**src/adcc_defs.svh**
```systemverilog
// register offsets, field positions, reset values and timing counts for the converter control
`ifndef ADCC_DEFS_SVH
`define ADCC_DEFS_SVH

`define ADCC_OFF_CSR      12'h000
`define ADCC_OFF_RES_HIGH 12'h004
`define ADCC_OFF_RES_LOW  12'h008
`define ADCC_OFF_IRQ_STAT 12'h00C
`define ADCC_OFF_IRQ_MASK 12'h010

`define ADCC_CSR_DONE_BIT  7
`define ADCC_CSR_SPEED_BIT 6
`define ADCC_CSR_ON_BIT    5
`define ADCC_CSR_RSVD_BIT  4
`define ADCC_CSR_CH_MSB    3

`define ADCC_CSR_RESET     8'h00
`define ADCC_RES_RESET     10'h000

`define ADCC_DIV_SLOW      3'd4
`define ADCC_DIV_FAST      3'd2
`define ADCC_SAMPLE_TICKS  4'd2

`endif

```
**src/adcc_pkg.sv**
```systemverilog
// types shared by the converter control block
package adcc_pkg;

	// one apb request from the master
	typedef struct packed {
		logic        psel;
		logic        penable;
		logic        pwrite;
		logic [11:0] paddr;
		logic [31:0] pwdata;
	} adcc_apb_req_t;

	// answer back to the master
	typedef struct packed {
		logic        pready;
		logic        pslverr;
		logic [31:0] prdata;
	} adcc_apb_rsp_t;

	// converter sequencer states
	typedef enum logic [1:0] {
		ADCC_IDLE,
		ADCC_SAMPLE,
		ADCC_CONVERT
	} adcc_state_t;

endpackage

```
**src/adcc_ctrl.sv**
```systemverilog
// converter control, result registers and successive approximation sequencer behind apb
// Functional notes
// - done flag bit 7 sets at conversion end; cleared by high result read or csr write
// - control/status is read/write except bit 7 which ignores writes
// - converter clock is cpu clock over 4 when speed is 0, over 2 when 1
// - writing on=1 enables and starts conversion; on=0 stops any conversion
// - 4-bit channel select in bits 3:0 picks analog input 0 to 15
// - high result register shows result bits 9:2, read-only
// - low result register shows result bits 1:0, upper bits read zero
// - 10-bit result built by successive approximation with sample and hold
//
// Implementation choices: the APB slave port and the address map.
`include "adcc_defs.svh"

module adcc_ctrl #(
	parameter int RES_W = 10
) (
	// clock and reset
	input  wire logic                   sys_clk_i,
	input  wire logic                   arst_n_i,
	// apb slave
	input  wire adcc_pkg::adcc_apb_req_t apb_req_i,
	output      adcc_pkg::adcc_apb_rsp_t apb_rsp_o,
	// analog front end
	input  wire logic                   cmp_gt_i,
	output      logic [3:0]             mux_sel_o,
	output      logic                   sample_o,
	output      logic [RES_W-1:0]       dac_code_o,
	output      logic                   analog_en_o,
	// interrupt
	output      logic                   irq_o
);
	import adcc_pkg::*;

	logic [7:0]       csr;
	logic [RES_W-1:0] result;
	logic [1:0]       irq_stat;
	logic [1:0]       irq_mask;
	adcc_state_t      state;
	logic [2:0]       div_cnt;
	logic [3:0]       step;
	logic [RES_W-1:0] trial;
	logic [RES_W-1:0] bit_ptr;

	// bus decode
	wire       acc      = apb_req_i.psel & apb_req_i.penable;
	wire       setup    = apb_req_i.psel & ~apb_req_i.penable; // first cycle of a transfer
	wire       wr       = acc & apb_req_i.pwrite;
	wire       rd       = acc & ~apb_req_i.pwrite;
	wire [11:0] a       = apb_req_i.paddr;
	wire       hit_csr  = (a == `ADCC_OFF_CSR);
	wire       hit_hi   = (a == `ADCC_OFF_RES_HIGH);
	wire       hit_lo   = (a == `ADCC_OFF_RES_LOW);
	wire       hit_st   = (a == `ADCC_OFF_IRQ_STAT);
	wire       hit_mk   = (a == `ADCC_OFF_IRQ_MASK);
	wire       mapped   = hit_csr | hit_hi | hit_lo | hit_st | hit_mk;
	wire       csr_wr   = wr & hit_csr;
	wire       hi_rd    = rd & hit_hi;
	wire [7:0] wd       = apb_req_i.pwdata[7:0];

	// converter clock tick: divide by 4 or 2 from the cpu clock
	wire [2:0] div_top  = csr[`ADCC_CSR_SPEED_BIT] ? `ADCC_DIV_FAST : `ADCC_DIV_SLOW;
	wire       tick     = (div_cnt == div_top - 3'd1);
	wire       conv_on  = csr[`ADCC_CSR_ON_BIT];

	// successive approximation: keep the trial bit if input exceeds the dac level
	wire [RES_W-1:0] kept     = cmp_gt_i ? trial : (trial & ~bit_ptr);
	wire             last_bit = bit_ptr[0];
	wire             done_evt = (state == ADCC_CONVERT) & tick & last_bit & conv_on;
	wire             start    = csr_wr & wd[`ADCC_CSR_ON_BIT];

	// read data mux; unused upper bits read zero
	wire [7:0] rd_byte =
		hit_csr ? csr :
		hit_hi  ? result[RES_W-1:RES_W-8] :
		hit_lo  ? {6'b00_0000, result[1:0]} :
		hit_st  ? {6'b00_0000, irq_stat} :
		hit_mk  ? {6'b00_0000, irq_mask} : 8'h00;

	// interrupt events: conversion done and bus error on unmapped address
	wire       err_evt  = acc & ~mapped;
	wire [1:0] evt      = {err_evt, done_evt};
	wire [1:0] st_clr   = (wr & hit_st) ? wd[1:0] : 2'b00;
	wire       irq_any  = |(irq_stat & irq_mask); // level source for the pin

	// next flag value; the hardware set wins over any clear in the same cycle
	wire       done_clr = hi_rd | csr_wr;
	wire       next_done = done_evt | (csr[`ADCC_CSR_DONE_BIT] & ~done_clr);

	// control/status register, bit 7 never taken from the bus
	always_ff @(posedge sys_clk_i or negedge arst_n_i) begin
		if (!arst_n_i) begin
			csr <= `ADCC_CSR_RESET;
		end else begin
			csr[`ADCC_CSR_DONE_BIT] <= next_done;
			if (csr_wr) begin
				csr[6:0] <= wd[6:0];
			end
		end
	end

	// result loads together with the done flag
	always_ff @(posedge sys_clk_i or negedge arst_n_i) begin
		if (!arst_n_i) begin
			result <= `ADCC_RES_RESET;
		end else if (done_evt) begin
			result <= kept;
		end
	end

	// sticky status, write one to clear, set wins
	always_ff @(posedge sys_clk_i or negedge arst_n_i) begin
		if (!arst_n_i) begin
			irq_stat <= 2'b00;
			irq_mask <= 2'b00;
		end else begin
			irq_stat <= evt | (irq_stat & ~st_clr);
			if (wr & hit_mk) begin
				irq_mask <= wd[1:0];
			end
		end
	end

	// clock divider, restarts on every conversion start so sampling is aligned
	always_ff @(posedge sys_clk_i or negedge arst_n_i) begin
		if (!arst_n_i) begin
			div_cnt <= 3'd0;
		end else if (start | tick) begin
			div_cnt <= 3'd0;
		end else begin
			div_cnt <= div_cnt + 3'd1;
		end
	end

	// sequencer: sample for a few converter clocks, then one bit per converter clock
	always_ff @(posedge sys_clk_i or negedge arst_n_i) begin
		if (!arst_n_i) begin
			state   <= ADCC_IDLE;
			step    <= 4'd0;
			trial   <= '0;
			bit_ptr <= '0;
		end else if (start) begin
			state   <= ADCC_SAMPLE;
			step    <= 4'd0;
			trial   <= '0;
			bit_ptr <= '0;
		end else if (!conv_on) begin
			state   <= ADCC_IDLE;
		end else if (tick) begin
			case (state)
				ADCC_SAMPLE: begin
					step <= step + 4'd1;
					if (step == `ADCC_SAMPLE_TICKS - 4'd1) begin
						state   <= ADCC_CONVERT;
						bit_ptr <= {1'b1, {(RES_W-1){1'b0}}};
						trial   <= {1'b1, {(RES_W-1){1'b0}}};
					end
				end
				ADCC_CONVERT: begin
					if (last_bit) begin
						state <= ADCC_IDLE; // single conversion per start
					end else begin
						bit_ptr <= bit_ptr >> 1;
						trial   <= kept | (bit_ptr >> 1);
					end
				end
				default: state <= ADCC_IDLE;
			endcase
		end
	end

	// registered outputs to the bus, analog side and interrupt
	always_ff @(posedge sys_clk_i or negedge arst_n_i) begin
		if (!arst_n_i) begin
			apb_rsp_o   <= '0;
			mux_sel_o   <= 4'h0;
			sample_o    <= 1'b0;
			dac_code_o  <= '0;
			analog_en_o <= 1'b0;
			irq_o       <= 1'b0;
		end else begin
			apb_rsp_o.pready  <= setup; // zero wait states: every access takes two cycles
			apb_rsp_o.pslverr <= setup & ~mapped;
			apb_rsp_o.prdata  <= {24'h00_0000, rd_byte};
			mux_sel_o   <= csr[`ADCC_CSR_CH_MSB:0];
			sample_o    <= (state == ADCC_SAMPLE);
			dac_code_o  <= trial;
			analog_en_o <= conv_on;
			irq_o       <= irq_any;
		end
	end

	// helper for the checks below: converter ticks since the last start, idle ticks not counted
	logic [4:0] chk_ticks;
	always_ff @(posedge sys_clk_i or negedge arst_n_i) begin
		if (!arst_n_i) begin
			chk_ticks <= 5'h00;
		end else if (start) begin
			chk_ticks <= 5'h00;
		end else if (tick && (state != ADCC_IDLE)) begin
			chk_ticks <= chk_ticks + 5'h01;
		end
	end
endmodule

```
**config.mk**
```make
export PLATFORM = sky130hd
export DESIGN_NAME = adcc_ctrl
export DESIGN_NICKNAME = d
export VERILOG_FILES = /design/src/adcc_pkg.sv /design/src/adcc_ctrl.sv
export VERILOG_INCLUDE_DIRS = /design/src
export SDC_FILE = /design/constraint.sdc
export NUM_CORES = 1
export LEC_CHECK = 0
export BUFFER_PORTS_ARGS = -buffer_cell sky130_fd_sc_hd__buf_4
export CAP_MARGIN = 20
export CORE_MARGIN = 10
export CORE_UTILIZATION = 35
export CTS_CLUSTER_SIZE = 30
export DETAILED_ROUTE_END_ITERATION = 8
export GPL_TIMING_DRIVEN = 1
export HOLD_SLACK_MARGIN = 0.03
export PLACE_DENSITY = 0.6
export SLEW_MARGIN = 20
export SYNTH_ARGS = -nofsm -noshare
export SYNTH_HDL_FRONTEND = slang
export SYNTH_SLANG_ARGS = --single-unit
```
**constraint.sdc**
```tcl
create_clock -name sys_clk_i -period 4.65 [get_ports sys_clk_i]
set_input_delay 0.465 -clock sys_clk_i [delete_from_list [all_inputs] [get_ports sys_clk_i]]
set_output_delay 0.465 -clock sys_clk_i [all_outputs]
set_load 0.1 [all_outputs]
```
After elaboration in Yosys (flattened, before gate mapping)
Cells that the tools add are included.
{ "word_totals": {"reg_bits": 78, "input_bits": 50, "output_inout_bits": 51, "wordCells": 108} }
{ "op_classes": {"add_sub_neg": 3, "eq_ne": 13, "n_mux": 30, "bitwise_logic": 33, "reduce_logical": 10} }
{ "ops": {"columns": ["cell", "n"], "rows": [
  ["$mux 10", 10],
  ["$pmux 10 s2", 2],
  ["$eq 12x4->1 const B", 2],
  ["$mux 2", 9],
  ["$mux 4", 4],
  ["$mux 8", 2],
  ["$and 1x1->1", 15],
  ["$eq 12x3->1 const B", 1],
  ["$eq 12x5->1 const B", 1],
  ["$logic_not 12->1", 1],
  ["$and 10x10->10", 1],
  ["$not 10->10", 1],
  ["$or 10x9->10", 1],
  ["$ne 4x4->1 const B", 2],
  ["$or 1x1->1", 7],
  ["$mux 3", 2],
  ["$ne 3x3->1 const B", 2],
  ["$reduce_and 3->1", 2],
  ["$reduce_bool 2->1", 3],
  ["$reduce_and 5->1", 1],
  ["$add 4x1->4 const B", 1],
  ["$and 2x2->2", 2],
  ["$eq 4x1->1 const B", 1],
  ["$not 1->1", 4],
  ["12 further kinds", 12]
]} }

Depth between registers and ports, before layout
{ "logic_depth": {"depth_word": 9, "depth_mapped": 7, "mapped_depth_nobuf": 6} }

Least setup slack after synthesis
OpenSTA, ideal clock, no wires.
{ "synth_timing": {"path_type": "input port to flip-flop", "start": "in apb_req_i[34] in the netlist's numbering", "end": "reg step[3]", "setup_time_ns": 0.130, "arrival_time_ns": 1.977, "required_time_ns": 4.520, "slack_ns": 2.543, "path_stages": 7, "n_path_buf": 3, "path_cell_list": "buf_6 -> or4b_4 -> nor4_4 -> and2_1 -> buf_4 -> buf_6 -> a21oi_1"} }
{ "synth_between": {"elab_chain_len": 5, "word_cells_on_any_way": 8, "cone_classes": "mux (1); bitwise (2); reduce/logical (5)"} }
{ "synth_lines": {"columns": ["item", "line", "rtl"], "rows": [
  ["start, declared", "adcc_ctrl.sv:22", "input wire adcc_pkg::adcc_apb_req_t apb_req_i,"],
  ["$logic_not 12->1 (no source line) (*)", null, null],
  ["$and 1x1->1 (*)", "adcc_ctrl.sv:57", "wire csr_wr = wr & hit_csr;"],
  ["$and 1x1->1 (*)", "adcc_ctrl.sv:70", "wire start = csr_wr & wd[`ADCC_CSR_ON_BIT];"],
  ["$reduce_bool 2->1 (no source line)", null, null],
  ["$reduce_and 3->1 (no source line)", null, null],
  ["end signal, assigned", "adcc_ctrl.sv:152", "step <= step + 4'd1;"],
  ["end, declared", "adcc_ctrl.sv:41", "logic [3:0] step;"]
]} }
Every way passes the cells marked *; elsewhere a longest branch is shown, timed or not.
A chain may end at the register's enable or synchronous reset.

Final worst setup path
{ "layout_timing": {"start": "reg csr[6]", "end": "reg step[3]"} }
{ "layout_between": {"elab_chain_len": 5} }
{ "layout_lines": {"columns": ["item", "line", "rtl"], "rows": [
  ["start, declared", "adcc_ctrl.sv:35", "logic [7:0] csr;"],
  ["start signal, assigned", "adcc_ctrl.sv:93", "csr <= `ADCC_CSR_RESET;"],
  ["start signal, assigned by index", "adcc_ctrl.sv:95", "csr[`ADCC_CSR_DONE_BIT] <= next_done;"],
  ["start signal, assigned", "adcc_ctrl.sv:97", "csr[6:0] <= wd[6:0];"],
  ["$mux 3 (no source line)", null, null],
  ["$sub 3x1->3", "adcc_ctrl.sv:63", "wire tick = (div_cnt == div_top - 3'd1);"],
  ["$eq 3x3->1", "adcc_ctrl.sv:63", null],
  ["$reduce_bool 2->1 (no source line)", null, null],
  ["$reduce_and 3->1 (no source line)", null, null]
]} }
Every way passes these cells.

==> impl_metrics.csv <==
group,metric,value,unit
floorplanning,die_area,0.0145,sq mm
logic_synthesis,synth_common_cells,"dfrtp_1, o21ai_0, nand2_1, buf_4, a21oi_1",
sta,final.setup.tns,0,ps
layout,area_delta_synth_final,16.6,%
floorplanning,rows,36,
layout,drive_above_1_share,20.9,%
setup_path,end_kind,"flop",
logic_synthesis,avgSynthCellArea,10.6,sq um
setup_path,crit_path_start_kind,"flop",
clock_tree,cts_tree,"done",
clock_tree,cts-buffers-inserted,9,
clock_tree,clockBufferDepth,2,
logic_synthesis,async_flop_share,100,%
sta,rsz0062_at_grt,"false",
logic_synthesis,yosysMostFrequentCell,"dfrtp_1",
routing,wl_per_cell,14.7,um
logic_synthesis,yosys_warnings,0,
clock_tree,clk_pin_slew_worst_paths,80,ps
power_and_ir_drop,power.density,503,mW/mm^2
setup_path,rrSetupSlack,2300,ps
routing,finalWirelength,7.60,mm
sta,fin_crit,2350,ps
clock_tree,htreeDepth,3,
power_and_ir_drop,clkPwrFrac,24.2,%
logic_synthesis,synth_top_area_share,55.4,%
logic_synthesis,netlist_area,0.00352,sq mm
place,gp_congestion,0.781,
power_and_ir_drop,seqPwrFrac,43.4,%
global_routing,grt_pass1_wl,12.9,mm
setup_path,crit_family,"simple AND/OR/NAND/NOR gates",
setup_path,worstPathMaxFanout,28,
floorplanning,fp.coreArea,0.00977,sq mm
power_and_ir_drop,power_leakage,1.93,nW
routing,avgViaCountPerCell,4.82,
power_and_ir_drop,p_sw_share,40.7,%
setup_path,crit_required,4900,ps
sta,max_freq,426,MHz
sta,fin_crit_sh,50.4,%
floorplanning,fp.dieH,120,um
routing,num_vias,2486,
logic_synthesis,synth.area.top_cells,"dfrtp_1, o21ai_0, buf_4",
setup_path,cp_slowest_stage_delay,680,ps
clock_tree,worstSkewPairLatency,340,ps
setup_path,r2r_cells,4,
setup_path,slowest_stage,"or4_1",
sta,final_max_slew_viol_count,0,
power_and_ir_drop,p_comb_share,32.4,%
setup_path,critical_path_class,"reg2reg",
sta,relSlewSlack,37.7,%
job,timing.max_cap.violations,0,
layout,final_nets,433,
global_routing,grt.total_usage,10.8,%
routing,firstDrtPassIters,4,
setup_path,r2r-end,"step[3]",
global_routing,grt_max_degree,79,
layout,diodes,0,
logic_synthesis,ys_seq_area_share,55.4,%
floorplanning,initial_utilization,36.0,%
setup_path,arrival,2600,ps
place,dpl.hpwl,5.52,mm
routing,drt_iter0_markers,207,
setup_path,rr_startpoint,"csr[6]",
floorplanning,die_w,120,um
setup_path,path_cells,"xor2_1 -> nand2_1 -> or4_1 -> a21oi_1",
global_routing,grt_antenna_before_repair,0,
clock_tree,root_buffer,"clkbuf_8",
layout,final_util,42.0,%
sta,max_slew.worst_pin.slew,935,ps
place,port_buffers,51,
power_and_ir_drop,p_int,1.23,mW
floorplanning,ios,101,
clock_tree,post_cts_buffers,0,
logic_synthesis,synth_cell_types,50,
worst_hold_path,hold_path_class,"in2async",
global_routing,grt_overflow,0,
setup_path,setup.worst_path.start,"csr[6]",
outcome,status,"complete, no violations",
logic_synthesis,yosysTopAreaCell,"dfrtp_1",
logic_synthesis,synth-edff-count,0,
clock_tree,postCtsHoldBufs,0,
global_routing,grt_pass1_vias,2595,
clock_tree,cts_resized,0,
sta,skew,10.2,ps
power_and_ir_drop,p_switching,842,uW
routing,ant_nets,0,
sta,setup_violations,0,
setup_path,critPathBufInv,0,
routing,drc,0,
clock_tree,clock-sinks,78,
power_and_ir_drop,ir_worst_vdd,207,uV
logic_synthesis,synth_ff_type,"dfrtp_1",
logic_synthesis,synth_seq_cells,78,
sta,hold_violations,0,
logic_synthesis,syn_inst,332,
## routing by layer
layer | vias up | track usage [%] | wire, um
li1 | 1202 | - | -
met1 | 1206 | 13.6 | 3620
met2 | 73 | 16.7 | 3430
met3 | 5 | 3.72 | 484
met4 | 0 | 3.92 | 71
met5 | - | 0 | 0
## kinds of logic after synthesis
kind of cell | after synthesis | synth area share [%]
flip-flops | 78 | 55.4
AND/OR/NAND/NOR | 89 | 13.6
other | 1 | 0.106
XOR/XNOR | 6 | 1.49
AO/OA/AOI/OAI | 85 | 14.6
multiplexers | 15 | 4.58
adder cells (fa/ha/maj) | 3 | 1.07
buffers and inverters | 55 | 9.16
## sequential cells by signal (all words and copies together), names as in the netlist, 2 cells and up
signal      cells
div_cnt         3
irq_stat        2
csr             8
step            4
mux_sel_o       4
trial          10
bit_ptr        10
dac_code_o     10
apb_rsp_o      10
irq_mask        2
state           2
result         10
## stage by stage
stage	worst slack (ps)	cell area (sq um)	hold slack [ps]	cells	total power, mW
5_1_grt	2090	4110	289	516	2.18
3_5_place_dp	1930	3910	377	502	1.58
2_1_floorplan	2540	3610	169	355	1.42
6_report	2300	4110	277	516	2.07
4_1_cts	2280	4100	292	516	2.09
3_3_place_gp	1920	3910	379	502	1.57
## worst max path at each step
stage	to	slack, ps	cells past startpoint
after floorplan	step[3]	2540	7
after global placement	trial[9]	1920	6
after detailed placement	trial[2]	1930	6
after CTS	trial[2]	2280	6
after global routing	step[3]	2090	4
final	step[3]	2300	4
## layout by cell type, fill, tap and decap left out, types with 6 or more instances in the layout
master	n
a211o_1	8
a21oi_1	19
buf_4	52
clkbuf_8	11
conb_1	24
dfrtp_1	78
inv_1	17
mux2_2	9
mux2i_1	6
nand2_1	29
nor2_1	16
o21ai_0	41
## power by group through the flow
stage / registers (mW) / clock network [mW] / logic (mW)
after floorplan: 1.15 / 0 / 0.274
after global placement: 0.909 / 0 / 0.665
after detailed placement: 0.912 / 0 / 0.673
after CTS: 0.898 / 0.517 / 0.674
after global routing: 0.916 / 0.552 / 0.716
final: 0.896 / 0.501 / 0.670
## final cells by class
class                           count  area, sq um
Clock buffer                       11          151
Timing Repair Buffer               52          390
Sequential cell                    78         1950
Inverter                           17         63.8
Fill cell                         970         5670
Multi-Input combinational cell    222         1340
Clock inverter                      3         45.0
Tap cell                          133          166
(Power assumes the default switching activity.)
